`config.mk`:
```
export PLATFORM = sky130hd
export DESIGN_NAME = sas_top
export DESIGN_NICKNAME = d
export VERILOG_FILES = /design/src/hdl/sas_pkg.sv /design/src/hdl/sas_top.sv /design/src/hdl/sas_tad_gen.sv /design/src/hdl/sas_sar_core.sv
export VERILOG_INCLUDE_DIRS = /design/src /design/src/hdl
export SDC_FILE = /design/constraint.sdc
export NUM_CORES = 1
export LEC_CHECK = 0
export CAP_MARGIN = 25
export CORE_MARGIN = 2
export CORE_UTILIZATION = 45
export CTS_BUF_LIST = sky130_fd_sc_hd__clkbuf_2 sky130_fd_sc_hd__clkbuf_4 sky130_fd_sc_hd__clkbuf_8
export CTS_CLUSTER_DIAMETER = 50
export DETAILED_ROUTE_END_ITERATION = 8
export DONT_BUFFER_PORTS = 1
export GPL_TIMING_DRIVEN = 0
export PLACE_DENSITY_LB_ADDON = 0.1
export SYNTH_ARGS = -nofsm -noshare
export SYNTH_HDL_FRONTEND = slang
export SYNTH_HIERARCHICAL = 1
export SYNTH_SLANG_ARGS = --single-unit
```
`constraint.sdc`:
```
create_clock -name i_clk_sys -period 8.9 [get_ports i_clk_sys]
set_input_delay 1.78 -clock i_clk_sys [delete_from_list [all_inputs] [get_ports i_clk_sys]]
set_output_delay 1.78 -clock i_clk_sys [all_outputs]
set_load 0.02 [all_outputs]
```
`src/hdl/sas_defines.svh`:
```
// register map, field positions and timing counts of the sequencer
`ifndef SAS_DEFINES_SVH
`define SAS_DEFINES_SVH
`define SAS_OFS_CTRL0    8'h00
`define SAS_OFS_CTRL1    8'h04
`define SAS_OFS_CTRL2    8'h08
`define SAS_OFS_RESH     8'h0C
`define SAS_OFS_RESL     8'h10
`define SAS_OFS_STAT     8'h14
`define SAS_OFS_CMP      8'h18
`define SAS_OFS_PORT     8'h1C
`define SAS_C0_ON        0
`define SAS_C0_GO        1
`define SAS_C0_CH_LO     2
`define SAS_C0_CH_HI     5
`define SAS_C0_CAL       7
`define SAS_C1_CFG_HI    3
`define SAS_C1_TRIG      7
`define SAS_C2_CLK_HI    2
`define SAS_C2_ACQ_LO    3
`define SAS_C2_ACQ_HI    5
`define SAS_C2_JUST      7
`define SAS_ST_FLAG      0
`define SAS_CMP_HI       3
`define SAS_CMP_SPECIAL  4'hB
`define SAS_CFG_ALL_AN   4'h3
`define SAS_AN_ALL       12'hFFF
`define SAS_HSIZE_WORD   3'h2
`define SAS_RST_BYTE     8'h00
`define SAS_RST_RES      12'h000
`define SAS_CONV_TADS    5'h0B
`define SAS_WAIT_TADS    5'h02
`define SAS_INSTR_CLKS   5'h04
`define SAS_ACQ_LEN1     5'h02
`define SAS_ACQ_LEN2     5'h04
`define SAS_ACQ_LEN3     5'h06
`define SAS_ACQ_LEN4     5'h08
`define SAS_ACQ_LEN5     5'h0C
`define SAS_ACQ_LEN6     5'h10
`define SAS_ACQ_LEN7     5'h14
`define SAS_DIV2         7'h02
`define SAS_DIV4         7'h04
`define SAS_DIV8         7'h08
`define SAS_DIV16        7'h10
`define SAS_DIV32        7'h20
`define SAS_DIV64        7'h40
`define SAS_RC_SEL       2'h3
`define SAS_SAR_MSB      12'h800
`endif

```
`src/hdl/sas_pkg.sv`:
```
// types shared by the converter sequencer modules
package sas_pkg;
	typedef enum logic [5:0] {
		SAS_IDLE  = 6'h01,
		SAS_DELAY = 6'h02,
		SAS_ACQ   = 6'h04,
		SAS_CONV  = 6'h08,
		SAS_LOAD  = 6'h10,
		SAS_WAIT  = 6'h20
	} sas_state_type;
endpackage

```
`src/hdl/sas_top.sv`:
```
// converter sequencer top: ahb-lite registers, sequencing, results
//
// The placing of the registers and the AHB-Lite register port were decided locally.
`timescale 1ns/1ps
`include "sas_defines.svh"

// What this block does
// RL1 - acquisition field zero: start ends sampling and converts directly
// RL2 - nonzero field: keep sampling chosen periods, then convert on own
// RL3 - field decodes 20,16,12,8,6,4,2 periods; zero means none
// RL4 - at end clear running bit, set done flag, resume sampling
// RL5 - no status tells acquisition apart from conversion
// RL6 - one 12-bit conversion lasts 11 conversion clock periods
// RL7 - clock select gives 2..64 oscillator periods; x11 picks rc
// RL8 - convert selected channel whatever its pin direction
// RL9 - port reads give zero for pins set as analog inputs
// RL10 - clearing running bit aborts; result pair left untouched
// RL11 - after end or abort wait two periods, then sample again
// RL12 - zero acquisition field: delay start by one instruction
// RL13 - software enables the converter before setting running bit
// RL14 - enabled special trigger sets running bit like software start
// RL15 - special triggers ignored while the converter is off
// RL16 - trigger select 0 picks compare unit, 1 picks charge unit
// RL17 - calibrate bit: next start does dummy offset conversion
// RL18 - software recalibrates after reset and condition changes
// RL19 - result justify 1 right, 0 left in result pair
// RL20 - running bit stays one from start to completion or abort
module sas_top
	import sas_pkg::*;
(
	input  wire logic        i_clk_sys,
	input  wire logic        i_rst,
	input  wire logic        i_hsel,
	input  wire logic [31:0] i_haddr,
	input  wire logic [1:0]  i_htrans,
	input  wire logic        i_hwrite,
	input  wire logic [2:0]  i_hsize,
	input  wire logic [31:0] i_hwdata,
	input  wire logic        i_hready,
	output logic             o_hreadyout,
	output logic [31:0]      o_hrdata,
	output logic             o_hresp,
	input  wire logic        i_cmp,
	input  wire logic        i_rc_tick,
	input  wire logic        i_trig_compare,
	input  wire logic        i_trig_charge,
	input  wire logic [11:0] i_pin_level,
	output logic             o_sample,
	output logic             o_cal_mode,
	output logic [3:0]       o_channel,
	output logic [11:0]      o_dac_code,
	output logic             o_conv_done_flag
);

	sas_state_type state_r;
	sas_state_type state_nxt;
	logic [4:0]  cnt_r;
	logic [4:0]  cnt_nxt;
	logic        converter_on_r;
	logic        go_r;
	logic        offset_cal_req_r;
	logic [3:0]  channel_sel_r;
	logic        trigger_src_sel_r;
	logic [3:0]  analog_cfg_r;
	logic        result_justify_r;
	logic [2:0]  acq_time_sel_r;
	logic [2:0]  conv_clk_sel_r;
	logic [7:0]  result_high_r;
	logic [7:0]  result_low_r;
	logic        conv_done_flag_r;
	logic [3:0]  compare_mode_sel_r;
	logic [11:0] offset_r;
	logic        sample_r;
	logic        cal_mode_r;
	logic [11:0] dac_code;
	logic [11:0] sar_final;
	logic        tad_tick;
	logic        wr_pend_r;
	logic        rd_pend_r;
	logic [7:0]  dp_addr_r;
	logic        hreadyout_r;
	logic [31:0] hrdata_r;

	// analog pin mask from the port configuration field
	function automatic logic [11:0] analog_mask(input logic [3:0] cfg);
		if (cfg <= `SAS_CFG_ALL_AN)
			analog_mask = `SAS_AN_ALL;
		else
			analog_mask = `SAS_AN_ALL >> (cfg - `SAS_CFG_ALL_AN);
	endfunction

	// acquisition periods selected by the acquisition field
	function automatic logic [4:0] acq_len(input logic [2:0] sel);
		case (sel)
		3'h1: acq_len = `SAS_ACQ_LEN1; // RL3
		3'h2: acq_len = `SAS_ACQ_LEN2;
		3'h3: acq_len = `SAS_ACQ_LEN3;
		3'h4: acq_len = `SAS_ACQ_LEN4;
		3'h5: acq_len = `SAS_ACQ_LEN5;
		3'h6: acq_len = `SAS_ACQ_LEN6;
		3'h7: acq_len = `SAS_ACQ_LEN7;
		default: acq_len = 5'h00;
		endcase
	endfunction

	// bus address phase and data phase decode
	logic ap_take;
	logic ap_wr;
	logic ap_rd;
	logic wr_c0;
	logic wr_c1;
	logic wr_c2;
	logic wr_resh;
	logic wr_resl;
	logic wr_stat;
	logic wr_cmp;
	assign ap_take = i_hsel && i_htrans[1] && i_hready;
	assign ap_wr   = ap_take && i_hwrite && (i_hsize == `SAS_HSIZE_WORD);
	assign ap_rd   = ap_take && !i_hwrite;
	assign wr_c0   = wr_pend_r && (dp_addr_r == `SAS_OFS_CTRL0);
	assign wr_c1   = wr_pend_r && (dp_addr_r == `SAS_OFS_CTRL1);
	assign wr_c2   = wr_pend_r && (dp_addr_r == `SAS_OFS_CTRL2);
	assign wr_resh = wr_pend_r && (dp_addr_r == `SAS_OFS_RESH);
	assign wr_resl = wr_pend_r && (dp_addr_r == `SAS_OFS_RESL);
	assign wr_stat = wr_pend_r && (dp_addr_r == `SAS_OFS_STAT);
	assign wr_cmp  = wr_pend_r && (dp_addr_r == `SAS_OFS_CMP);

	// state decode
	logic st_idle;
	logic st_acq;
	logic st_conv;
	logic st_load;
	logic st_wait;
	logic busy;
	assign st_idle = (state_r == SAS_IDLE);
	assign st_acq  = (state_r == SAS_ACQ);
	assign st_conv = (state_r == SAS_CONV);
	assign st_load = (state_r == SAS_LOAD);
	assign st_wait = (state_r == SAS_WAIT);
	assign busy    = (state_r == SAS_DELAY) || st_acq || st_conv;

	// running bit: set by software or trigger, set wins over clears but not over converter off
	logic on_nxt;
	logic sw_go_set;
	logic sw_go_clr;
	logic trig_pulse;
	logic trig_hit;
	logic go_nxt;
	logic abort_now;
	assign on_nxt     = wr_c0 ? i_hwdata[`SAS_C0_ON] : converter_on_r;
	assign sw_go_set  = wr_c0 && i_hwdata[`SAS_C0_GO] && converter_on_r; // RL13
	assign sw_go_clr  = wr_c0 && !i_hwdata[`SAS_C0_GO];
	assign trig_pulse = trigger_src_sel_r ? i_trig_charge // RL16
		: (i_trig_compare && (compare_mode_sel_r == `SAS_CMP_SPECIAL));
	assign trig_hit   = converter_on_r && trig_pulse; // RL14 RL15
	assign go_nxt     = on_nxt && (sw_go_set || trig_hit // RL20
		|| (go_r && !sw_go_clr && !st_load)); // RL4
	assign abort_now  = busy && !go_r; // RL10

	// sequencing: delay or acquisition, conversion, load, wait
	logic tick_last;
	logic conv_begin;
	assign tick_last  = tad_tick && (cnt_nxt == 5'h00);
	assign conv_begin = (state_nxt == SAS_CONV) && !st_conv;
	always_comb begin
		state_nxt = state_r;
		cnt_nxt   = cnt_r;
		case (state_r)
		SAS_IDLE: begin
			cnt_nxt = 5'h00;
			if (go_r && acq_time_sel_r == 3'h0)
				state_nxt = SAS_DELAY; // RL1 RL12
			else if (go_r)
				state_nxt = SAS_ACQ; // RL2
		end
		SAS_DELAY: begin
			cnt_nxt = 5'(cnt_r + 5'h01);
			if (abort_now) begin
				state_nxt = SAS_WAIT;
				cnt_nxt   = 5'h00;
			end else if (cnt_nxt == `SAS_INSTR_CLKS) begin
				state_nxt = SAS_CONV; // RL12
				cnt_nxt   = 5'h00;
			end
		end
		SAS_ACQ: begin
			if (tad_tick)
				cnt_nxt = 5'(cnt_r + 5'h01);
			if (abort_now) begin
				state_nxt = SAS_WAIT;
				cnt_nxt   = 5'h00;
			end else if (cnt_nxt == acq_len(acq_time_sel_r)) begin
				state_nxt = SAS_CONV; // RL2 RL3
				cnt_nxt   = 5'h00;
			end
		end
		SAS_CONV: begin
			if (tad_tick)
				cnt_nxt = 5'(cnt_r + 5'h01);
			if (abort_now) begin
				state_nxt = SAS_WAIT; // RL10
				cnt_nxt   = 5'h00;
			end else if (cnt_nxt == `SAS_CONV_TADS) begin
				state_nxt = SAS_LOAD; // RL6
				cnt_nxt   = 5'h00;
			end
		end
		SAS_LOAD: begin
			state_nxt = SAS_WAIT;
			cnt_nxt   = 5'h00;
		end
		SAS_WAIT: begin
			if (tad_tick)
				cnt_nxt = 5'(cnt_r + 5'h01);
			if (cnt_nxt == `SAS_WAIT_TADS) begin
				state_nxt = SAS_IDLE; // RL11
				cnt_nxt   = 5'h00;
			end
		end
		default: begin
			state_nxt = SAS_IDLE;
			cnt_nxt   = 5'h00;
		end
		endcase
	end

	// state and counter registers
	always_ff @(posedge i_clk_sys) begin
		if (i_rst) begin
			state_r <= SAS_IDLE;
			cnt_r   <= 5'h00;
		end else begin
			state_r <= state_nxt;
			cnt_r   <= cnt_nxt;
		end
	end

	// offset-corrected and justified result
	logic [11:0] corrected;
	logic [7:0]  res_high;
	logic [7:0]  res_low;
	assign corrected = (sar_final > offset_r) ? 12'(sar_final - offset_r)
		: `SAS_RST_RES; // RL17
	assign res_high  = result_justify_r ? {4'h0, corrected[11:8]} // RL19
		: corrected[11:4];
	assign res_low   = result_justify_r ? corrected[7:0]
		: {corrected[3:0], 4'h0};

	// control registers written by software
	always_ff @(posedge i_clk_sys) begin
		if (i_rst) begin
			converter_on_r     <= 1'b0;
			go_r               <= 1'b0;
			channel_sel_r      <= 4'h0;
			trigger_src_sel_r  <= 1'b0;
			analog_cfg_r       <= 4'h0;
			result_justify_r   <= 1'b0;
			acq_time_sel_r     <= 3'h0;
			conv_clk_sel_r     <= 3'h0;
			compare_mode_sel_r <= 4'h0;
		end else begin
			converter_on_r <= on_nxt;
			go_r           <= go_nxt;
			if (wr_c0)
				channel_sel_r <= i_hwdata[`SAS_C0_CH_HI:`SAS_C0_CH_LO];
			if (wr_c1) begin
				trigger_src_sel_r <= i_hwdata[`SAS_C1_TRIG];
				analog_cfg_r      <= i_hwdata[`SAS_C1_CFG_HI:0];
			end
			if (wr_c2) begin
				result_justify_r <= i_hwdata[`SAS_C2_JUST];
				acq_time_sel_r   <= i_hwdata[`SAS_C2_ACQ_HI:`SAS_C2_ACQ_LO];
				conv_clk_sel_r   <= i_hwdata[`SAS_C2_CLK_HI:0];
			end
			if (wr_cmp)
				compare_mode_sel_r <= i_hwdata[`SAS_CMP_HI:0];
		end
	end

	// results, offset, calibration request and done flag
	always_ff @(posedge i_clk_sys) begin
		if (i_rst) begin
			result_high_r    <= `SAS_RST_BYTE;
			result_low_r     <= `SAS_RST_BYTE;
			offset_r         <= `SAS_RST_RES;
			offset_cal_req_r <= 1'b0;
			conv_done_flag_r <= 1'b0;
		end else begin
			if (st_load && offset_cal_req_r)
				offset_r <= sar_final; // RL17
			if (st_load && !offset_cal_req_r) begin
				result_high_r <= res_high; // RL19
				result_low_r  <= res_low;
			end else begin
				if (wr_resh)
					result_high_r <= i_hwdata[7:0]; // RL10
				if (wr_resl)
					result_low_r <= i_hwdata[7:0];
			end
			if (wr_c0)
				offset_cal_req_r <= i_hwdata[`SAS_C0_CAL];
			else if (st_load)
				offset_cal_req_r <= 1'b0;
			if (st_load)
				conv_done_flag_r <= 1'b1; // RL4
			else if (wr_stat && !i_hwdata[`SAS_ST_FLAG])
				conv_done_flag_r <= 1'b0;
		end
	end

	// analog side controls: sample switch and dummy channel
	always_ff @(posedge i_clk_sys) begin
		if (i_rst) begin
			sample_r   <= 1'b1;
			cal_mode_r <= 1'b0;
		end else begin
			sample_r   <= (state_nxt == SAS_IDLE) // RL4 RL11
				|| (state_nxt == SAS_ACQ); // RL2
			cal_mode_r <= offset_cal_req_r && (state_nxt != SAS_IDLE)
				&& (state_nxt != SAS_WAIT); // RL17
		end
	end

	// read data mux; port pins set analog read as zero
	logic [11:0] port_val;
	logic [7:0]  ctrl0_val;
	logic [31:0] rdata;
	assign port_val  = i_pin_level & ~analog_mask(analog_cfg_r); // RL9
	assign ctrl0_val = {offset_cal_req_r, 1'b0, channel_sel_r, go_r, // RL5
		converter_on_r};
	assign rdata =
		(dp_addr_r == `SAS_OFS_CTRL0) ? {24'h0, ctrl0_val} :
		(dp_addr_r == `SAS_OFS_CTRL1) ? {24'h0, trigger_src_sel_r,
			3'h0, analog_cfg_r} :
		(dp_addr_r == `SAS_OFS_CTRL2) ? {24'h0, result_justify_r, 1'b0,
			acq_time_sel_r, conv_clk_sel_r} :
		(dp_addr_r == `SAS_OFS_RESH)  ? {24'h0, result_high_r} :
		(dp_addr_r == `SAS_OFS_RESL)  ? {24'h0, result_low_r} :
		(dp_addr_r == `SAS_OFS_STAT)  ? {31'h0, conv_done_flag_r} :
		(dp_addr_r == `SAS_OFS_CMP)   ? {28'h0, compare_mode_sel_r} :
		(dp_addr_r == `SAS_OFS_PORT)  ? {20'h0, port_val} : 32'h0;

	// ahb-lite slave: writes zero wait, reads one wait state
	always_ff @(posedge i_clk_sys) begin
		if (i_rst) begin
			wr_pend_r   <= 1'b0;
			rd_pend_r   <= 1'b0;
			dp_addr_r   <= 8'h00;
			hreadyout_r <= 1'b1;
			hrdata_r    <= 32'h0;
		end else begin
			wr_pend_r   <= ap_wr;
			rd_pend_r   <= ap_rd;
			hreadyout_r <= !ap_rd;
			if (ap_take)
				dp_addr_r <= i_haddr[7:0];
			if (rd_pend_r)
				hrdata_r <= rdata;
		end
	end

	// conversion clock and approximation register
	sas_tad_gen u_tad (
		.i_clk_sys (i_clk_sys),
		.i_rst     (i_rst),
		.i_run     (!st_idle),
		.i_sel     (conv_clk_sel_r),
		.i_rc_tick (i_rc_tick),
		.o_tick    (tad_tick)
	);
	sas_sar_core u_sar (
		.i_clk_sys (i_clk_sys),
		.i_rst     (i_rst),
		.i_start   (conv_begin),
		.i_step    (st_conv && tad_tick),
		.i_cmp     (i_cmp),
		.o_code    (dac_code),
		.o_final   (sar_final)
	);

	// outputs
	assign o_hreadyout      = hreadyout_r;
	assign o_hrdata         = hrdata_r;
	assign o_hresp          = 1'b0;
	assign o_sample         = sample_r;
	assign o_cal_mode       = cal_mode_r;
	assign o_channel        = channel_sel_r; // RL8
	assign o_dac_code       = dac_code;
	assign o_conv_done_flag = conv_done_flag_r;
endmodule

```
`src/hdl/sas_tad_gen.sv`:
```
// conversion clock tick generator from oscillator or rc ticks
`timescale 1ns/1ps
`include "sas_defines.svh"
module sas_tad_gen
	import sas_pkg::*;
(
	input  wire logic       i_clk_sys,
	input  wire logic       i_rst,
	input  wire logic       i_run,
	input  wire logic [2:0] i_sel,
	input  wire logic       i_rc_tick,
	output logic            o_tick
);
	logic [6:0] cnt_r;
	logic       tick_r;
	logic       use_rc;
	logic [6:0] last_cnt;

	// oscillator periods per conversion clock period
	function automatic logic [6:0] div_len(input logic [2:0] sel);
		case (sel)
		3'h0: div_len = `SAS_DIV2;
		3'h4: div_len = `SAS_DIV4;
		3'h1: div_len = `SAS_DIV8;
		3'h5: div_len = `SAS_DIV16;
		3'h2: div_len = `SAS_DIV32;
		3'h6: div_len = `SAS_DIV64;
		default: div_len = `SAS_DIV2;
		endcase
	endfunction

	// either pattern ending in 11 takes the rc oscillator
	assign use_rc   = (i_sel[1:0] == `SAS_RC_SEL); // RL7
	assign last_cnt = 7'(div_len(i_sel) - 7'h01); // RL7
	assign o_tick   = tick_r;

	// divider restarts its phase whenever the sequencer goes idle
	always_ff @(posedge i_clk_sys) begin
		if (i_rst || !i_run) begin
			cnt_r  <= 7'h00;
			tick_r <= 1'b0;
		end else if (use_rc) begin
			cnt_r  <= 7'h00;
			tick_r <= i_rc_tick;
		end else if (cnt_r == last_cnt) begin
			cnt_r  <= 7'h00;
			tick_r <= 1'b1;
		end else begin
			cnt_r  <= 7'(cnt_r + 7'h01);
			tick_r <= 1'b0;
		end
	end
endmodule

```
`src/hdl/sas_sar_core.sv`:
```
// successive approximation register: one trial bit per step
`timescale 1ns/1ps
`include "sas_defines.svh"
module sas_sar_core
	import sas_pkg::*;
(
	input  wire logic        i_clk_sys,
	input  wire logic        i_rst,
	input  wire logic        i_start,
	input  wire logic        i_step,
	input  wire logic        i_cmp,
	output logic [11:0]      o_code,
	output logic [11:0]      o_final
);
	logic [11:0] trial_r;
	logic [11:0] ptr_r;
	logic [11:0] keep;

	// comparator high keeps the trial bit, low drops it
	assign keep    = i_cmp ? trial_r : (trial_r & ~ptr_r);
	assign o_final = keep;
	assign o_code  = trial_r;

	// msb first; the last bit is resolved combinationally at load
	always_ff @(posedge i_clk_sys) begin
		if (i_rst) begin
			trial_r <= `SAS_RST_RES;
			ptr_r   <= `SAS_RST_RES;
		end else if (i_start) begin
			trial_r <= `SAS_SAR_MSB;
			ptr_r   <= `SAS_SAR_MSB;
		end else if (i_step) begin
			trial_r <= keep | (ptr_r >> 1);
			ptr_r   <= ptr_r >> 1;
		end
	end
endmodule

```
Word level (Yosys, flattened, before mapping). Index checks and enable logic that the tools add are counted.

Output and inout port bits: 53. Bits of input ports: 90. Register bits: 140. Word-level logic and storage cells: 188.

Mux-type cells: 55. $lt $le $gt $ge: 2. Add/subtract/negate cells: 5. Equal/unequal tests: 38. Reductions and logical operators: 53. Bitwise logic cells: 5. Shift operators: 1.

Operators by type and width (number): two-way mux 12 bit (15); two-way mux 5 bit (13); two-way mux 6 bit (9); two-way mux 8 bit (6); one-hot mux 6 bit (6 select lines) (1); one-hot mux 5 bit (7 select lines) (1); one-hot mux 7 bit (5 select lines) (1); == test 8 x 5 -> 1 bit (second input constant) (4); logical AND 1 bit (29); AND 12 bit (2); NOT 12 bit (2); == test 3 bit (second input constant) (7); one-hot mux 5 bit (4 select lines) (1); == test 8 x 4 -> 1 bit (second input constant) (2); == test 3 x 2 -> 1 bit (second input constant) (4); == test 6 x 1 -> 1 bit (second input constant) (2); == test 6 x 3 -> 1 bit (second input constant) (2); == test 6 x 4 -> 1 bit (second input constant) (2); greater-than comparator 12 bit (1); bitwise OR 12 x 11 -> 12 bit (1); right shift 12 x 4 -> 12 bit (first input constant) (1); subtractor 12 bit (1); nonzero test 2 bit (5); zero test 1 bit (9); other kinds (25) (38).

Logic depth before layout (Yosys ltp).
Depth after elaboration: 13. Mapped depth: 15. Depth with buffers taken out: 13.

Cells and area by module. Netlist, hierarchy kept.

Modules (own cells, without submodules): sas_top (seq. area each 1761.7 um^2, area an instance 5630.4 um^2, times used 1, cells an instance 716); sas_sar_core (seq. area each 480.5 um^2, area an instance 968.4 um^2, times used 1, cells an instance 115); sas_tad_gen (seq. area each 160.2 um^2, area an instance 504.2 um^2, times used 1, cells an instance 58).

Worst setup path before layout. OpenSTA, ideal clock, no wires.

Path kind: input port to flip-flop. Start: input port i_cmp. End: register result_high_r[6]. Data required time: 8.820 ns. Arrival time: 4.186 ns. Path slack: 4.635 ns. Setup time: 0.080 ns. Stages on the path: 14. Cell sequence: inv_1 > buf_2 > a21oi_1 > inv_1 > ha_1 > inv_1 > fa_1 > a21o_1 > a221oi_1 > nor2_1 > a311o_1 > xor2_1 > nand2_1 > a211oi_2.

Longest elaborated chain between the ends: 5. Elaborated cells between the ends (all ways): 6. Classes of those cells: 1 x add/sub; 1 x order compare; 4 x mux.

Ends and longest elaborated chain: start: declaration (RTL line sas_top.sv:43) `input wire logic i_cmp,`; two-way mux 12 bit (*) (RTL line sas_sar_core.sv:20) `assign keep = i_cmp ? trial_r : (trial_r & ~ptr_r);`; named net sar_final[0] (RTL line sas_top.sv:76) `logic [11:0] sar_final;`; subtractor 12 bit / greater-than comparator 12 bit (equally long branches) (RTL line sas_top.sv:242) `assign corrected = (sar_final > offset_r) ? 12'(sar_final - offset_r)`; two-way mux 12 bit (no source line) (*); two-way mux 8 bit (*) (RTL line sas_top.sv:244) `assign res_high = result_justify_r ? {4'h0, corrected[11:8]}`; two-way mux 8 bit (*) (RTL line sas_top.sv:291) `if (st_load && !offset_cal_req_r) begin`; end signal: assignment (RTL line sas_top.sv:283) `` result_high_r <= `SAS_RST_BYTE; ``; end signal: assignment (RTL line sas_top.sv:292) `result_high_r <= res_high;`; end signal: assignment (RTL line sas_top.sv:296) `result_high_r <= i_hwdata[7:0];`; end: declaration (RTL line sas_top.sv:68) `logic [7:0] result_high_r;`.

Mark *: on every way through the listed nets, which the timed path passes. The rest lies on a longest branch. A chain may end at the register's enable or synchronous reset.

Worst setup path after layout. Ends and elaborated chain as after synthesis.

==> reports/qor.yml <==
status:
  status: "completed"
clocking:
  cts_inserted_buffers: 17
  cts_sinks: 120
  postCtsResizedCells: 0
  cts-htree-levels: 4
  clock-root-buffer: "clkbuf_8"
  ctsLongestPathBuffers: 2
  cts_post_setup_buffers_inserted: 0
  worst_setup_hold_path_clk_slew_ns: 0.08
  tritoncts: "built"
  number_of_hold_buffers_added_after_cts: 0
  clkLatencyLatePin_ns: 0.45
floorplan:
  overall_die_area_mm2: 0.0168
  chipHeight_um: 130
  initial_core_util_pct: 46.4
  io-pin-count: 143
  design.core.area_mm2: 0.0153
  floorplan.die.width_um: 130
  floorplan.rows: 45
setup_path:
  critPathLaunchType: "input port"
  cp_common_cell: "inv_1"
  timing.critical_path.to: "result_high_r[6]"
  worstReg2RegStart: "cnt_r[1]"
  number_of_buffer_and_inverter_stages_on_the_critical_path: 4
  worst_r2r_endpoint: "u_sar/ptr_r[9]"
  reg2reg_setup_slack_ns: 5.74
  critical_path_arrival_ns: 4.74
  criticalPathCategory: "in -> reg"
  worst_r2r_path_depth: 11
  cp_cell_sequence: "inv_1 -> buf_2 -> a21oi_1 -> inv_1 -> ha_1 -> inv_1 -> fa_1 -> a21o_1 -> a221oi_1 -> nor2_1 -> a311o_1 -> xor2_1 -> nand2_1 -> a211oi_2"
  critPathTopFamily: "compound AO/OA/AOI/OAI gates"
  path_depth: 14
  cp_endpoint_kind: "flop"
  critical_path.max_stage_delay_ns: 0.46
  path_max_fanout: 10
  cp_slowest_cell: "a221oi_1"
  worstPathRequired_ns: 9.26
  crit_path_from: "i_cmp"
logic_synthesis:
  synth.top_cells.by_area: "dfxtp_1, a21oi_1, nand2_1, o21ai_0, nor2_1"
  yosys.area_share.xor_xnor_pct: 3.35
  synth_area_in_adders_pct: 4.16
  yosys_register_bits: 120
  synth-compound-area-share_pct: 23.7
  synth.yosys.seq_area_share_pct: 33.8
  synth_top_family_by_area: "compound AO/OA/AOI/OAI gates"
  async_reset_ff_share_pct: 0
  synth_commonest_cells: "dfxtp_1, nand2_1, a21oi_1, nor2_1, o21ai_0"
  post-synth-top-count-cell: "dfxtp_1"
  ys_dominant_reg_cell: "dfxtp_1"
  count_of_synthesis_stage_warnings_from_yosys: 6
  number_of_flops_mapped_to_enable_cells_by_yosys: 0
  mappedNetlistArea_mm2: 0.00710
  yosys.cell_types.count: 85
  syn_inst: 889
  synth.largest_area_cell: "dfxtp_1"
  synthDominantCellAreaShare_pct: 33.8
  synth.area.mux_share_pct: 4.58
  synth.avg_cell_area_um2: 7.99
  synth_simple_gate_area_share_pct: 22.6
detailed_routing:
  detail-route-antenna-nets: 0
  vias_per_cell: 5.60
  drcViolationCount: 0
  drt_pass1_iterations: 5
  total_via_count_in_the_routed_design: 6452
  drtIter0Drc: 466
  wl_um: 19400
  wl_per_cell_um: 16.8
global_route:
  grt_first_pass_wirelength_um: 31300
  grt.overflow.total: 0
  grt_util_all_layers_pct: 23.7
  grt_pass1_vias: 5867
  largest_net_degree_at_the_start_of_global_routing: 17
  antenna_found_initial: 0
worst_hold_path:
  timing.hold.worst.class: "reg -> reg"
  timing.hold.worst.start: "offset_r[4]"
placement:
  finalWeightedCongestion: 0.896
  hpwl_um: 14500
  port_buffers: 0
  dpl-instance-area_mm2: 0.00744
  dpl_worst_slack_ns: 4.11
  placed_cells_incl_taps: 1120
layout:
  final_util_pct: 51.3
  drive_above_1_share_pct: 10.8
  n_antenna_cell: 0
  nFillCells: 1535
  final_net_count: 1041
  final_cell_area_mm2: 0.00786
  final_cell_count_no_fill: 1152
  area_growth_pct: 10.7
pwr:
  post-layout-total-power_mw: 1.22
  ir_worst_vdd_v: 0.0000886
  cellPowerDensity_mw_per_mm2: 155
  p_leak_nw: 3.09
timing:
  timing_limited_maximum_frequency_ghz: 0.229
  fin_worst_hold_slack_ns: 0.455
  tns_ns: 0
  worst_pin_slew_ns: 0.789
  final_period_minus_worst_setup_slack_ns: 4.37
  setup_violators_final: 0
  final_min_period_over_clock_period_pct: 49.1
  hold_viol_final: 0
  fin_worst_skew_ns: 0.0122
  worst_slack_ns: 4.53
  drv_slew: 0
  relSlewSlack_pct: 47.1
  setup_repair_after_global_routing_missed_its_margin: "no"
run:
  drv.max_cap_violation_count: 0
## how the worst min path moves through the flow
stage                endpoint  slack, ns  cells after the start
2_1_floorplan  u_sar/ptr_r[0]       0.43                      2
3_3_place_gp      offset_r[4]       0.44                      2
3_5_place_dp      offset_r[3]       0.45                      2
4_1_cts           offset_r[3]       0.46                      2
5_1_grt           offset_r[3]       0.48                      2
6_report          offset_r[4]       0.46                      2
## cell families after synthesis
family,after synthesis
simple gates,318
compound gates,255
flops,120
buf+inv,115
mux,32
xor+xnor,25
fa+ha+maj,23
other cells,1
## cells in the final DEF (no fill, tap or decap), drive strengths merged, types with 10 or more instances in the layout
master	instances
a211oi	12
a21oi	84
a31oi	10
and3	10
buf	42
clkbuf	41
conb	21
dfxtp	120
ha	22
inv	52
mux2i	28
nand2	98
nand2b	18
nand3	39
nor2	78
nor2b	11
nor3	20
o21ai	60
o21ba	12
xnor2	13
xor2	12
## area by class of cell
type	count	area (um^2)	area share, %
Clock inverter	14	171	2.18
Inverter	50	188	2.39
Tap cell	211	264	3.36
Clock buffer	18	248	3.15
Buffer	65	360	4.58
Sequential cell	120	2400	30.6
Multi-Input combinational cell	674	4230	53.8
## power by group
group / internal (mW) / switching (mW) / total [mW]
clock: 0.286 / 0.243 / 0.529
sequential: 0.544 / 0.0118 / 0.555
combinational: 0.0509 / 0.0842 / 0.135
total: 0.880 / 0.339 / 1.22
## worst register-to-register path: stages (launching register included)
cell and delay [ns]:
dfxtp_1 0.50, ha_1 0.40, nand4_2 0.26, xnor2_4 0.21
nor3_1 0.19, o2111a_1 0.26, and2_1 0.20, a221oi_2 0.10
nor3_1 0.41, or2_4 0.23, buf_2 0.23, a21oi_1 0.07
## sequential cells by signal (all words and copies together) (netlist names), 3 cells and up
signal	cells
result_low_r	8
result_high_r	8
compare_mode_sel_r	4
o_hrdata	12
o_channel	4
analog_cfg_r	4
u_tad/cnt_r	7
dp_addr_r	8
conv_clk_sel_r	3
cnt_r	5
u_sar/o_code	12
state_r	6
u_sar/ptr_r	12
acq_time_sel_r	3
offset_r	12
## layer usage
layer	vias up	global-route usage [%]	wire length [um]
li1	3199	-	-
met1	3048	33.1	9160
met2	181	35.9	8780
met3	24	6.28	1170
met4	0	6.89	289
met5	-	0	0
(Power assumes the default switching activity.)
